<file path="src/pkg/sgc_pkg.sv">
// Constants and types of the switch global control, storm and LED register block
package sgc_pkg;

    // Bus geometry
    localparam int ADDR_W = 8;
    localparam int DATA_W = 32;
    localparam int REG_W = 16;
    localparam int IDX_W = 6;

    // Register indexes; byte address is four times the index
    localparam logic [IDX_W-1:0] STORM_HOST_IDX = 6'h06;
    localparam logic [IDX_W-1:0] RSVD_CTRL_IDX = 6'h08;
    localparam logic [IDX_W-1:0] CHIP_LED_IDX = 6'h0a;

    // Field positions
    localparam int RATE_LO_LSB = 8;
    localparam int RATE_HI_LSB = 0;
    localparam int RATE_HI_W = 3;
    localparam int HALF_DUPLEX_BIT = 6;
    localparam int FLOW_CTRL_BIT = 5;
    localparam int NULL_VID_BIT = 3;
    localparam int LED_SEL_HI_BIT = 15;
    localparam int LED_SEL_LO_BIT = 9;

    // Reset values, writable masks and read-only constants
    localparam logic [REG_W-1:0] STORM_HOST_RST = 16'h6320;
    localparam logic [REG_W-1:0] STORM_HOST_WMASK = 16'hff7f;
    localparam logic [REG_W-1:0] RSVD_CTRL_RST = 16'h2400;
    localparam logic [REG_W-1:0] RSVD_CTRL_WMASK = 16'hffff;
    localparam logic [REG_W-1:0] CHIP_LED_RST = 16'h0800;
    localparam logic [REG_W-1:0] CHIP_LED_WMASK = 16'hfe00;
    localparam logic [REG_W-1:0] CHIP_LED_RO = 16'h0035;

    // Avalon response codes
    localparam logic [1:0] RESP_OKAY = 2'h0;
    localparam logic [1:0] RESP_DECODE_ERR = 2'h3;

    // Storm window timing
    localparam int unsigned CLK_PERIOD_NS = 10;
    localparam int unsigned NS_PER_MS = 1_000_000;
    localparam int unsigned WIN_FAST_MS = 67;
    localparam int unsigned WIN_SLOW_MS = 670;
    localparam int unsigned WIN_FAST_CYC = WIN_FAST_MS * NS_PER_MS / CLK_PERIOD_NS;
    localparam int unsigned WIN_SLOW_CYC = WIN_SLOW_MS * NS_PER_MS / CLK_PERIOD_NS;
    localparam int WIN_CNT_W = 30;
    localparam int THRESH_W = 11;
    localparam int VID_W = 12;
    localparam int LED_W = 4;

    // LED mode, in the order of its two-bit select code
    typedef enum logic [1:0] {
        LED_MODE_LINK_ACT,
        LED_MODE_SPEED_SPLIT,
        LED_MODE_SEPARATE,
        LED_MODE_OFF
    } sgc_led_mode_t;

    // Link state reported by one port's PHY
    typedef struct packed {
        logic link;
        logic activity;
        logic full_duplex;
        logic collision;
        logic speed_100;
    } sgc_port_status_t;

    // Storm meter verdicts of one port
    typedef struct packed {
        logic block_pass;
        logic block_drop;
        logic storm_limit;
    } sgc_storm_out_t;

endpackage

</file>
<file path="src/logic/sgc_global_ctrl.sv">
// Global control registers: storm threshold, host port, null VLAN ID and LED mode
`timescale 1ns/1ns
module sgc_global_ctrl #(
    parameter int unsigned WIN_FAST = sgc_pkg::WIN_FAST_CYC,
    parameter int unsigned WIN_SLOW = sgc_pkg::WIN_SLOW_CYC
) (
    // Clock and reset
    input wire logic clk,
    input wire logic reset_n,
    // Avalon-MM slave
    input wire logic [sgc_pkg::ADDR_W-1:0] avs_address,
    input wire logic avs_read,
    input wire logic avs_write,
    input wire logic [sgc_pkg::DATA_W-1:0] avs_writedata,
    input wire logic [3:0] avs_byteenable,
    output logic [sgc_pkg::DATA_W-1:0] avs_readdata,
    output logic [1:0] avs_response,
    output logic avs_waitrequest,
    // Port 1 status and storm block strobe
    input wire sgc_pkg::sgc_port_status_t p1_status,
    input wire logic p1_block_strobe,
    // Port 2 status and storm block strobe
    input wire sgc_pkg::sgc_port_status_t p2_status,
    input wire logic p2_block_strobe,
    // Port LEDs
    output logic [sgc_pkg::LED_W-1:0] p1_port_led_out,
    output logic [sgc_pkg::LED_W-1:0] p2_port_led_out,
    // Storm verdicts
    output sgc_pkg::sgc_storm_out_t p1_storm,
    output sgc_pkg::sgc_storm_out_t p2_storm,
    // Host port settings
    output logic host_half_duplex,
    output logic host_flow_ctrl_en,
    // VLAN ID path
    input wire logic vid_in_valid,
    input wire logic [sgc_pkg::VID_W-1:0] frame_vid,
    input wire logic [sgc_pkg::VID_W-1:0] port_vid,
    output logic vid_out_valid,
    output logic [sgc_pkg::VID_W-1:0] vlan_ident_out
);
    import sgc_pkg::*;

    // Register byte addresses
    localparam logic [ADDR_W-1:0] STORM_HOST_ADDR = {STORM_HOST_IDX, 2'b00};
    localparam logic [ADDR_W-1:0] RSVD_CTRL_ADDR = {RSVD_CTRL_IDX, 2'b00};
    localparam logic [ADDR_W-1:0] CHIP_LED_ADDR = {CHIP_LED_IDX, 2'b00};

    // Register state
    logic [REG_W-1:0] storm_rate_host_port_ctrl_reg, storm_rate_host_port_ctrl_next;
    logic [REG_W-1:0] switch_global_reserved_ctrl_reg, switch_global_reserved_ctrl_next;
    logic [REG_W-1:0] chip_led_mode_ctrl_reg, chip_led_mode_ctrl_next;

    // Bus answer state
    logic avs_waitrequest_next;
    logic [DATA_W-1:0] avs_readdata_next;
    logic [1:0] avs_response_next;

    // Host and VLAN outputs
    logic host_half_duplex_next;
    logic host_flow_ctrl_en_next;
    logic vid_out_valid_next;
    logic [VID_W-1:0] vlan_ident_out_next;

    // Decoded fields
    logic bus_req;
    logic bus_take;
    logic hit_storm;
    logic hit_rsvd;
    logic hit_led;
    logic hit_any;
    logic [REG_W-1:0] lane_mask;
    logic [REG_W-1:0] read_word;
    logic [THRESH_W-1:0] storm_thresh;
    logic led_mode_sel_hi;
    logic led_mode_sel_lo;
    sgc_led_mode_t led_mode;
    logic null_vid_replace;

    // Merge the enabled byte lanes of a write into the writable bits only
    function automatic logic [REG_W-1:0] merge_write(
        input logic [REG_W-1:0] old_val,
        input logic [REG_W-1:0] wr_val,
        input logic [REG_W-1:0] lanes,
        input logic [REG_W-1:0] wmask
    );
        logic [REG_W-1:0] m;
        m = lanes & wmask;
        return (old_val & ~m) | (wr_val & m);
    endfunction

    // Address decode; only the low 16 bits of each word hold register data
    always_comb begin
        bus_req = avs_read || avs_write;
        bus_take = bus_req && !avs_waitrequest;
        hit_storm = (avs_address == STORM_HOST_ADDR);
        hit_rsvd = (avs_address == RSVD_CTRL_ADDR);
        hit_led = (avs_address == CHIP_LED_ADDR);
        hit_any = hit_storm || hit_rsvd || hit_led;
        lane_mask = {{8{avs_byteenable[1]}}, {8{avs_byteenable[0]}}};
    end

    // Field extraction from the stored registers
    always_comb begin
        storm_thresh = {storm_rate_host_port_ctrl_reg[RATE_HI_LSB +: RATE_HI_W],
                        storm_rate_host_port_ctrl_reg[RATE_LO_LSB +: 8]};
        null_vid_replace = storm_rate_host_port_ctrl_reg[NULL_VID_BIT];
        led_mode_sel_hi = chip_led_mode_ctrl_reg[LED_SEL_HI_BIT];
        led_mode_sel_lo = chip_led_mode_ctrl_reg[LED_SEL_LO_BIT];
        led_mode = sgc_led_mode_t'({led_mode_sel_hi, led_mode_sel_lo});
    end

    // Read mux; bit 7 of the storm register and the low LED byte are read-only
    always_comb begin
        read_word = '0;
        if (hit_storm) begin
            read_word = storm_rate_host_port_ctrl_reg;
        end else if (hit_rsvd) begin
            read_word = switch_global_reserved_ctrl_reg;
        end else if (hit_led) begin
            read_word = chip_led_mode_ctrl_reg | CHIP_LED_RO;
        end
    end

    // Bus handshake: waitrequest drops for one cycle, a cycle after the request
    // appears, so read data always come from a register
    always_comb begin
        avs_waitrequest_next = !(bus_req && avs_waitrequest);
        avs_readdata_next = avs_readdata;
        avs_response_next = avs_response;
        if (bus_req && avs_waitrequest) begin
            avs_readdata_next = avs_read ? {{(DATA_W - REG_W){1'b0}}, read_word} : '0;
            avs_response_next = hit_any ? RESP_OKAY : RESP_DECODE_ERR;
        end
    end

    // Register writes take effect at the edge where the master sees waitrequest low
    always_comb begin
        storm_rate_host_port_ctrl_next = storm_rate_host_port_ctrl_reg;
        switch_global_reserved_ctrl_next = switch_global_reserved_ctrl_reg;
        chip_led_mode_ctrl_next = chip_led_mode_ctrl_reg;
        if (bus_take && avs_write) begin
            if (hit_storm) begin
                storm_rate_host_port_ctrl_next = merge_write(storm_rate_host_port_ctrl_reg,
                    avs_writedata[REG_W-1:0], lane_mask, STORM_HOST_WMASK);
            end
            if (hit_rsvd) begin
                // Stored as written; software is expected to keep its reset value
                switch_global_reserved_ctrl_next = merge_write(switch_global_reserved_ctrl_reg,
                    avs_writedata[REG_W-1:0], lane_mask, RSVD_CTRL_WMASK);
            end
            if (hit_led) begin
                chip_led_mode_ctrl_next = merge_write(chip_led_mode_ctrl_reg,
                    avs_writedata[REG_W-1:0], lane_mask, CHIP_LED_WMASK);
            end
        end
    end

    // Host port settings leave through a flip-flop, one cycle behind the register
    always_comb begin
        host_half_duplex_next = storm_rate_host_port_ctrl_reg[HALF_DUPLEX_BIT];
        host_flow_ctrl_en_next = storm_rate_host_port_ctrl_reg[FLOW_CTRL_BIT];
    end

    // Null VLAN ID replacement; a null ID is all zero
    always_comb begin
        vid_out_valid_next = vid_in_valid;
        vlan_ident_out_next = vlan_ident_out;
        if (vid_in_valid) begin
            if (null_vid_replace && (frame_vid == '0)) begin
                vlan_ident_out_next = port_vid;
            end else begin
                vlan_ident_out_next = frame_vid;
            end
        end
    end

    // All registers of the block
    always_ff @(posedge clk or negedge reset_n) begin
        if (!reset_n) begin
            storm_rate_host_port_ctrl_reg <= STORM_HOST_RST;
            switch_global_reserved_ctrl_reg <= RSVD_CTRL_RST;
            chip_led_mode_ctrl_reg <= CHIP_LED_RST;
            avs_waitrequest <= 1'b1;
            avs_readdata <= '0;
            avs_response <= RESP_OKAY;
            host_half_duplex <= 1'b0;
            host_flow_ctrl_en <= 1'b1;
            vid_out_valid <= 1'b0;
            vlan_ident_out <= '0;
        end else begin
            storm_rate_host_port_ctrl_reg <= storm_rate_host_port_ctrl_next;
            switch_global_reserved_ctrl_reg <= switch_global_reserved_ctrl_next;
            chip_led_mode_ctrl_reg <= chip_led_mode_ctrl_next;
            avs_waitrequest <= avs_waitrequest_next;
            avs_readdata <= avs_readdata_next;
            avs_response <= avs_response_next;
            host_half_duplex <= host_half_duplex_next;
            host_flow_ctrl_en <= host_flow_ctrl_en_next;
            vid_out_valid <= vid_out_valid_next;
            vlan_ident_out <= vlan_ident_out_next;
        end
    end

    // Port 1 meter and LEDs; both ports share one threshold and one LED mode
    sgc_port_unit #(
        .WIN_FAST(WIN_FAST),
        .WIN_SLOW(WIN_SLOW)
    ) u_port1 (
        .clk(clk),
        .reset_n(reset_n),
        .led_mode(led_mode),
        .storm_thresh(storm_thresh),
        .status(p1_status),
        .block_strobe(p1_block_strobe),
        .port_led_out(p1_port_led_out),
        .storm_out(p1_storm)
    );

    // Port 2 meter and LEDs
    sgc_port_unit #(
        .WIN_FAST(WIN_FAST),
        .WIN_SLOW(WIN_SLOW)
    ) u_port2 (
        .clk(clk),
        .reset_n(reset_n),
        .led_mode(led_mode),
        .storm_thresh(storm_thresh),
        .status(p2_status),
        .block_strobe(p2_block_strobe),
        .port_led_out(p2_port_led_out),
        .storm_out(p2_storm)
    );
endmodule // sgc_global_ctrl

</file>
<file path="src/logic/sgc_port_unit.sv">
// One switch port's storm meter and LED mapper
`timescale 1ns/1ns
module sgc_port_unit #(
    parameter int unsigned WIN_FAST = sgc_pkg::WIN_FAST_CYC,
    parameter int unsigned WIN_SLOW = sgc_pkg::WIN_SLOW_CYC
) (
    // Clock and reset
    input wire logic clk,
    input wire logic reset_n,
    // Configuration
    input wire sgc_pkg::sgc_led_mode_t led_mode,
    input wire logic [sgc_pkg::THRESH_W-1:0] storm_thresh,
    // Port activity
    input wire sgc_pkg::sgc_port_status_t status,
    input wire logic block_strobe,
    // Results
    output logic [sgc_pkg::LED_W-1:0] port_led_out,
    output sgc_pkg::sgc_storm_out_t storm_out
);
    import sgc_pkg::*;

    logic [WIN_CNT_W-1:0] win_cnt_reg, win_cnt_next;
    logic [THRESH_W-1:0] blocks_reg, blocks_next;
    logic speed_reg, speed_next;
    logic [LED_W-1:0] port_led_out_next;
    sgc_storm_out_t storm_out_next;
    logic [WIN_CNT_W-1:0] win_last;
    logic win_end;
    logic link_act;

    // Window length follows the port speed; a speed change restarts the window
    always_comb begin
        win_last = status.speed_100 ? WIN_CNT_W'(WIN_FAST - 1) : WIN_CNT_W'(WIN_SLOW - 1);
        win_end = (win_cnt_reg >= win_last) || (speed_reg != status.speed_100);
        speed_next = status.speed_100;
        win_cnt_next = win_end ? '0 : win_cnt_reg + 1'b1;
        blocks_next = win_end ? '0 : blocks_reg;
        storm_out_next = '0;
        if (block_strobe) begin
            if (blocks_reg < storm_thresh) begin
                storm_out_next.block_pass = 1'b1;
                blocks_next = win_end ? THRESH_W'(1) : blocks_reg + 1'b1;
            end else begin
                storm_out_next.block_drop = 1'b1;
            end
        end
        storm_out_next.storm_limit = (blocks_next >= storm_thresh);
    end

    // LED meaning per mode; link/activity is lit with link and blinks off on traffic
    always_comb begin
        link_act = status.link && !status.activity;
        port_led_out_next = '0;
        unique case (led_mode)
            LED_MODE_LINK_ACT: begin
                port_led_out_next[2] = link_act;
                port_led_out_next[1] = status.full_duplex || status.collision;
                port_led_out_next[0] = status.speed_100;
            end
            LED_MODE_SPEED_SPLIT: begin
                port_led_out_next[2] = link_act && status.speed_100;
                port_led_out_next[1] = link_act && !status.speed_100;
                port_led_out_next[0] = status.full_duplex;
            end
            LED_MODE_SEPARATE: begin
                port_led_out_next[3] = status.activity;
                port_led_out_next[2] = status.link;
                port_led_out_next[1] = status.full_duplex || status.collision;
                port_led_out_next[0] = status.speed_100;
            end
            LED_MODE_OFF: port_led_out_next = '0;
        endcase
    end

    // State registers
    always_ff @(posedge clk or negedge reset_n) begin
        if (!reset_n) begin
            win_cnt_reg <= '0;
            blocks_reg <= '0;
            speed_reg <= 1'b0;
            port_led_out <= '0;
            storm_out <= '0;
        end else begin
            win_cnt_reg <= win_cnt_next;
            blocks_reg <= blocks_next;
            speed_reg <= speed_next;
            port_led_out <= port_led_out_next;
            storm_out <= storm_out_next;
        end
    end
endmodule // sgc_port_unit

</file>
<file path="config.mk">
export PLATFORM = sky130hd
export DESIGN_NAME = sgc_global_ctrl
export DESIGN_NICKNAME = d
export VERILOG_FILES = /design/src/pkg/sgc_pkg.sv /design/src/logic/sgc_global_ctrl.sv /design/src/logic/sgc_port_unit.sv
export SDC_FILE = /design/constraint.sdc
export NUM_CORES = 1
export LEC_CHECK = 0
export BUFFER_PORTS_ARGS = -buffer_cell sky130_fd_sc_hd__buf_2
export CORE_ASPECT_RATIO = 1.2
export CORE_UTILIZATION = 50
export DETAILED_ROUTE_END_ITERATION = 10
export PLACE_DENSITY_LB_ADDON = 0.1
export SETUP_SLACK_MARGIN = 0.1
export SYNTH_ARGS = -nofsm -noshare
export SYNTH_HDL_FRONTEND = slang
export SYNTH_SLANG_ARGS = --single-unit
</file>
<file path="constraint.sdc">
create_clock -name clk -period 4.4 [get_ports clk]
set_input_delay 0 -clock clk [delete_from_list [all_inputs] [get_ports clk]]
set_output_delay 0 -clock clk [all_outputs]
set_load 0.05 [all_outputs]
</file>
==> results.py, run 1 <==
metrics = {
    "status": {
        "outcome": "finished, final reports clean",
    },
    "layout": {
        "drive_above_1_share_pct": 20.3,
        "final_core_util_pct": 62.0,
        "fillers": 1501,
        "seq_area_um2": 4240,
        "antenna_cells": 0,
        "final_common_cell": "dfrtp_1",
        "most-common-layout-cells": "159 x dfrtp_1, 113 x buf_2, 102 x nor2_1, 70 x ha_1, 60 x dlygate4sd3_1",
        "nNetsFinal": 1203,
        "multi_input_area_um2": 4440,
        "final_cells": 1281,
        "syn2layout_area_growth_pct": 21.1,
    },
    "grt": {
        "grt_pass1_vias": 6866,
        "grt_overflow": 0,
        "antenna_found_initial": 0,
        "grt_use_total_pct": 21.9,
        "grt_max_degree": 100,
        "grt_pass1_wl_um": 33000,
    },
    "clock_network": {
        "cts_buffers": 17,
        "clk_path_buf_depth": 2,
        "clock_latency_ns": 0.43,
        "cts_root_buf": "clkbuf_16",
        "clock_sinks": 169,
        "htreeDepth": 4,
        "tritoncts": "done",
        "clk_pin_slew_ns": 0.08,
        "post-cts-setup-buffers": 0,
    },
    "worst_setup_path": {
        "critPathMostFrequentCell": "a21o_1",
        "worstPathRequired_ns": 4.71,
        "crit_path_top_delay_cell": "a211o_1",
        "crit_fanout": 9,
        "reg2reg_depth": 15,
        "cp_cell_sequence": "inv_1 > ha_1 > a21o_1 > a21o_1 > a211o_1 > a211o_4 > inv_1 > xnor2_1 > ha_1 > nand2b_1 > a21o_1 > a21o_1 > a211oi_1 > o21bai_1 > a311o_1",
        "worstPathArrival_ns": 4.08,
        "end_kind": "register",
        "start_kind": "register",
        "path_delay_family": "compound AO/OA/AOI/OAI gates",
        "path_class": "reg -> reg",
        "critPathBufInv": 2,
        "critPathMaxStageDelay_ns": 0.41,
        "rr_endpoint": "u_port1.storm_out[0]",
        "r2r_slack_ns": 0.64,
    },
    "floorplanning": {
        "core-area_um2": 17500,
        "rows": 53,
        "ios": 149,
        "die_area_um2": 18500,
        "start_util_pct": 51.2,
        "die_h_um": 149,
        "die_x_um": 124,
    },
    "synth": {
        "yosys_most_used_dff": "dfrtp_1",
        "synth_top_area_share_pct": 44.4,
        "synth_edf_count": 0,
        "synth_area_leaders": "dfrtp_1 44%, ha_1 9.8%, mux2_2 5.7%, nor2_1 4.3%, xor2_1 3.3%",
        "synth_top_area_cell": "dfrtp_1",
        "avgSynthCellArea_um2": 10.4,
        "synthArstFlopShare_pct": 100,
        "ys_ff_latch": 169,
        "postSynthCellCount": 866,
        "yosysWarnings": 0,
        "ys_types": 57,
        "netlist_area_um2": 8970,
        "ys_seq_area_share_pct": 47.3,
    },
    "power": {
        "irDropWorstVdd_v": 0.000294,
        "powerDensity_nw_per_um2": 315,
        "total_leakage_power_nw": 5.03,
    },
    "timing": {
        "period_share_pct": 85.6,
        "slew-limit-headroom_pct": 38.8,
        "setup_violations": 0,
        "slew_violations": 0,
        "hold_violations": 0,
        "max_freq_mhz": 266,
        "tightest_slew_ns": 0.918,
        "period_needed_ns": 3.76,
        "rsz0062_at_grt": "no",
        "worst_slack_ns": 0.635,
        "finalSetupTns_ns": 0,
        "fin_worst_skew_ns": 0.0148,
    },
    "drt": {
        "drt_iter0_markers": 386,
        "wl_per_cell_um": 15.2,
        "drt-total-wl_um": 19500,
        "viasPerCell": 5.41,
        "final_antenna_net_count": 0,
        "drc": 0,
        "first_pass_iters": 5,
        "vias": 6932,
    },
    "hold_path": {
        "worstHoldPathCells": 5,
        "hp-start": "avs_address[5]",
        "holdPathEnd": "avs_readdata[4]",
        "min_path_type": "in -> reg",
    },
    "placed_design": {
        "dpl.hpwl_um": 13200,
        "pre_cts_slack_ns": 0.602,
        "numPortBuffers": 114,
        "gp_congestion": 0.794,
        "place_inst": 1189,
    },
    "job": {
        "maxCapViolCount": 0,
    },
}
-- Yosys cell counts (3+ instances only) --
| cell | count |
|---|---|
| ha_1 | 70 |
| a211o_1 | 3 |
| nor4_1 | 3 |
| xor2_1 | 34 |
| xnor2_1 | 29 |
| a31oi_1 | 5 |
| a2111oi_0 | 3 |
| nand2b_1 | 6 |
| nor2_1 | 102 |
| nand4_1 | 26 |
| nand2_1 | 52 |
| mux2_2 | 45 |
| and2_1 | 4 |
| dfrtp_1 | 159 |
| clkbuf_1 | 16 |
| nor3b_1 | 4 |
| nor2b_1 | 4 |
| a211oi_1 | 9 |
| a21oi_1 | 55 |
| dfstp_2 | 10 |
| and4_1 | 6 |
| nand3_1 | 38 |
| o31ai_1 | 4 |
| nor3_1 | 16 |
| o21ai_0 | 31 |
| inv_1 | 30 |
| a22oi_1 | 11 |
| or4_1 | 4 |
| buf_6 | 4 |
| or3_1 | 9 |
| a21o_1 | 16 |
| and3_1 | 10 |
| buf_4 | 17 |
-- worst max path at each step --
stage	slack [ns]	startpoint	depth (start not counted)	to
after floorplan	0.95	register	16	u_port1.storm_out[0]
after global routing	0.42	register	15	u_port1.storm_out[0]
after detailed placement	0.60	register	15	u_port1.storm_out[0]
final	0.64	register	15	u_port1.storm_out[0]
after global placement	0.64	register	15	u_port1.storm_out[0]
after CTS	0.60	register	15	u_port1.storm_out[0]
-- final cells by class --
| type | instances | area share, % |
|---|---|---|
| clock buffer | 17 | 3.92 |
| clock inverter | 15 | 1.20 |
| inverter | 30 | 1.04 |
| multi-input combinational | 649 | 40.9 |
| sequential | 169 | 39.1 |
| tap | 220 | 2.54 |
| timing repair buffer | 181 | 11.3 |
-- cell families after synthesis --
| logic type | Yosys count | share of synthesized area [%] |
|---|---|---|
| AO/OA/AOI/OAI | 158 | 11.3 |
| XOR/XNOR | 63 | 6.15 |
| adder cells (fa/ha/maj) | 70 | 9.77 |
| buffers and inverters | 69 | 4.06 |
| flip-flops | 169 | 47.3 |
| multiplexers | 47 | 5.87 |
| other | 1 | 0.0418 |
| AND/OR/NAND/NOR | 289 | 15.5 |
-- timing repair --
action / 4_1_cts / 5_1_grt
setup endpoints to repair: 0 / 0
endpoints found under the hold margin: 163 / 0
hold buffers: 60 / 0
resized for setup: 0 / 0
-- power breakdown --
group	switching, mW	total (mW)	internal, mW
logic	0.253	0.369	0.116
clock network	0.696	1.44	0.748
registers	0.0192	1.61	1.59
total	0.969	3.42	2.45
-- routing by layer --
layer / vias to the layer above / GRT usage, % / part of all wire [%]
li1: 3410 / - / -
met1: 3375 / 28.4 / 46
met2: 134 / 37.0 / 49
met3: 13 / 4.60 / 3.9
met4: 0 / 6.20 / 0.84
met5: - / 0 / 0
-- worst reg2reg max path: stages, from the launching register on --
cell and delay, ns:
dfrtp_1 0.40, inv_1 0.15, ha_1 0.27, a21o_1 0.18, a21o_1 0.17, a211o_1 0.41, a211o_4 0.39, inv_1 0.09
xnor2_1 0.13, ha_1 0.25, nand2b_1 0.14, a21o_1 0.17, a21o_1 0.17, a211oi_1 0.25, o21bai_1 0.12, a311o_1 0.35
-- metrics by stage --
step / total power, mW / hold slack (ns) / area, um2
after floorplan: 1.85 / -0.296 / 9050
after global placement: 1.96 / 0.186 / 9700
after detailed placement: 1.97 / 0.181 / 9700
after CTS: 3.45 / 0.0500 / 10900
after global routing: 3.55 / 0.0996 / 10900
final: 3.42 / 0.0602 / 10900
No activity file was read; power rests on OpenSTA's default activity.
==> run 2: changes to the inputs <==
--- a/config.mk
+++ b/config.mk
@@ -5,9 +5,10 @@
 export SDC_FILE = /design/constraint.sdc
 export NUM_CORES = 1
 export LEC_CHECK = 0
+export ABC_AREA = 1
 export BUFFER_PORTS_ARGS = -buffer_cell sky130_fd_sc_hd__buf_2
 export CORE_ASPECT_RATIO = 1.2
-export CORE_UTILIZATION = 50
+export CORE_UTILIZATION = 35
 export DETAILED_ROUTE_END_ITERATION = 10
 export PLACE_DENSITY_LB_ADDON = 0.1
 export SETUP_SLACK_MARGIN = 0.1
==> run 2 against run 1 <==
Compared with the run above: clock power is 3% higher; via count is 17% higher; routed wire length is 21% higher; sequential power hardly changed; worst hold slack worse by 0.025 ns; sequential cell count stayed put; critical path depth is 1 higher; synthesized area is 8.0% higher; cell area is 9.2% higher; power is 2.1% higher; critical endpoint is now u_port2.storm_out[0]; largest cell class unchanged; highest routed layer unchanged.
==> results.py, run 2 <==
metrics = {
    "grt": {
        "grt_use_total_pct": 17.6,
        "grt_use_met2_pct": 30.5,
        "antenna_found_initial": 0,
        "grtUsageMet1_pct": 22.3,
        "grt_overflow": 0,
        "grt_max_degree": 164,
        "top_usage_layer": "met2",
        "grt_pass1_wl_um": 39700,
        "grt_pass1_vias": 7879,
        "global_route.usage.met3_pct": 3.76,
    },
    "timing": {
        "period_share_pct": 73.0,
        "hold_violations": 0,
        "fin_worst_skew_ns": 0.00969,
        "slew_violations": 0,
        "rsz0062_at_grt": "no",
        "max_freq_mhz": 311,
        "tightest_slew_ns": 1.08,
        "period_needed_ns": 3.21,
        "slew-limit-headroom_pct": 28.1,
        "setup_violations": 0,
        "finalSetupTns_ns": 0,
    },
    "synth": {
        "ys_ff_latch": 169,
        "netlist_area_um2": 9690,
        "avgSynthCellArea_um2": 8.14,
        "synth_top_family_by_area": "simple AND/OR/NAND/NOR gates",
        "synth_common_cells": "256 x nand2_1, 162 x nor2_1, 159 x dfrtp_1",
        "synth_xor_area_share_pct": 2.44,
        "ys_types": 47,
        "synth_top_area_share_pct": 41.1,
        "yosys_most_used_dff": "dfrtp_1",
        "synth_mux_area_share_pct": 0.116,
        "ys_seq_area_share_pct": 43.8,
        "yosysWarnings": 0,
        "synth_top_area_cell": "dfrtp_1",
        "synth_area_leaders": "dfrtp_1 41%, nand2_1 9.9%, ha_1 9.0%, nor2_1 6.3%, inv_1 5.0%",
        "postSynthCellCount": 1191,
        "yosysMostFrequentCell": "nand2_1",
        "synthArstFlopShare_pct": 100,
        "synth-compound-area-share_pct": 8.51,
        "synthSimpleGateAreaFrac_pct": 28.3,
        "synth_edf_count": 0,
        "synthAdderAreaFrac_pct": 9.04,
    },
    "worst_setup_path": {
        "cp_cell_sequence": "inv_1 > ha_1 > a21oi_1 > nand2_1 > nand2_1 > nand3_1 > nor2_2 > nand2_1 > nand2_1 > nand2_1 > nor2_1 > ha_1 > a21oi_1 > nor2_1 > a211oi_1 > nand4_1",
        "path_delay_family": "simple AND/OR/NAND/NOR gates",
        "worstPathRequired_ns": 4.69,
        "critPathMostFrequentCell": "nand2_1",
        "crit_fanout": 14,
        "start_kind": "register",
        "end_kind": "register",
        "crit_path_top_delay_cell": "dfstp_2",
        "worstPathArrival_ns": 3.51,
        "path_class": "reg -> reg",
        "critPathMaxStageDelay_ns": 0.55,
        "critPathBufInv": 1,
    },
    "drt": {
        "wl_per_cell_um": 13.6,
        "drt_iter0_markers": 308,
        "viasPerCell": 4.68,
        "vias": 8120,
        "drt-total-wl_um": 23600,
        "final_antenna_net_count": 0,
        "drc": 0,
        "first_pass_iters": 4,
    },
    "floorplanning": {
        "core-area_um2": 27200,
        "die_h_um": 184,
        "ios": 149,
        "rows": 66,
        "die_x_um": 154,
        "start_util_pct": 35.7,
        "die_area_um2": 28400,
    },
    "placed_design": {
        "gp_congestion": 0.770,
        "numPortBuffers": 114,
        "placed_cell_area_um2": 10600,
        "place_inst": 1630,
        "dpl.hpwl_um": 16500,
    },
    "layout": {
        "nNetsFinal": 1536,
        "final_cells": 1734,
        "final_common_cell": "nand2_1",
        "antenna_cells": 0,
        "drive_above_1_share_pct": 15.2,
        "syn2layout_area_growth_pct": 22.4,
        "final_area_um2": 11900,
        "final_core_util_pct": 43.6,
        "most-common-layout-cells": "256 x nand2_1, 162 x nor2_1, 159 x dfrtp_1, 129 x inv_1, 113 x buf_2",
    },
    "clock_network": {
        "clk_pin_slew_ns": 0.07,
        "htreeDepth": 4,
        "post-cts-setup-buffers": 0,
        "clk_path_buf_depth": 2,
        "clock_sinks": 169,
        "clock_latency_ns": 0.43,
        "cts_buffers": 17,
        "cts_root_buf": "clkbuf_16",
        "tritoncts": "done",
    },
    "power": {
        "total_leakage_power_nw": 5.71,
        "irDropWorstVdd_v": 0.000190,
        "design_power_total_mw": 3.49,
        "powerDensity_nw_per_um2": 294,
    },
    "hold_path": {
        "min_path_type": "in -> reg",
    },
    "status": {
        "outcome": "finished, final reports clean",
    },
    "job": {
        "maxCapViolCount": 0,
    },
}
## run 2: stage by stage
step	hold WS [ns]	worst slack, ns
6_report	0.0350	1.19
5_1_grt	0.0550	0.868
4_1_cts	0.0196	1.12
3_5_place_dp	-0.198	1.15
3_3_place_gp	-0.197	1.17
2_1_floorplan	-0.296	1.85
## run 2: timing repair
item	4_1_cts	5_1_grt
gates resized for setup	0	0
endpoints found under the setup margin	0	0
hold endpoints to repair	226	0
hold buffers	72	0
## run 2: worst paths after layout
| kind | startpoint | to | slack [ns] | depth (start not counted) |
|---|---|---|---|---|
| setup reg to reg | register | u_port2.storm_out[0] | 1.19 | 16 |
| hold reg to reg | register | host_flow_ctrl_en | 0.39 | 0 |
| max in group asynchronous | reset_n | u_port2.win_cnt_reg[12] | 3.34 | 3 |
| min in group asynchronous | reset_n | vlan_ident_out[8] | 0.17 | 3 |
| hold / removal | avs_byteenable[0] | register | 0.03 | 3 |
| setup / recovery | register | u_port2.storm_out[0] | 1.19 | 16 |
## run 2: kinds of logic after synthesis
logic type | after synthesis
AND/OR/NAND/NOR | 594
other | 1
XOR/XNOR | 27
flip-flops | 169
multiplexers | 1
adder cells (fa/ha/maj) | 70
AO/OA/AOI/OAI | 152
buffers and inverters | 177
## run 2: tightest hold or removal path, stage by stage
cell	delay, ns
buf_2	0.12
nand3_2	0.25
o21ai_1	0.09
## run 2: final cells by class
| cell class | count | area, um2 |
|---|---|---|
| Multi-Input combinational cell | 866 | 4770 |
| Inverter | 139 | 523 |
| Timing Repair Buffer | 188 | 1330 |
| Tap cell | 340 | 425 |
| Clock inverter | 11 | 124 |
| Fill cell | 2759 | 15300 |
| Sequential cell | 169 | 4240 |
| Clock buffer | 21 | 450 |
## run 2: metal layers
layer,wire length [um],up-vias
li1,-,4246
met1,11100,3708
met2,11400,152
met3,898,14
met4,227,0
met5,0,-
## run 2: where the power goes
part           internal [mW]  switching, mW
Combinational          0.120          0.271
Sequential              1.59         0.0172
Clock                  0.851          0.643
Total                   2.56          0.932
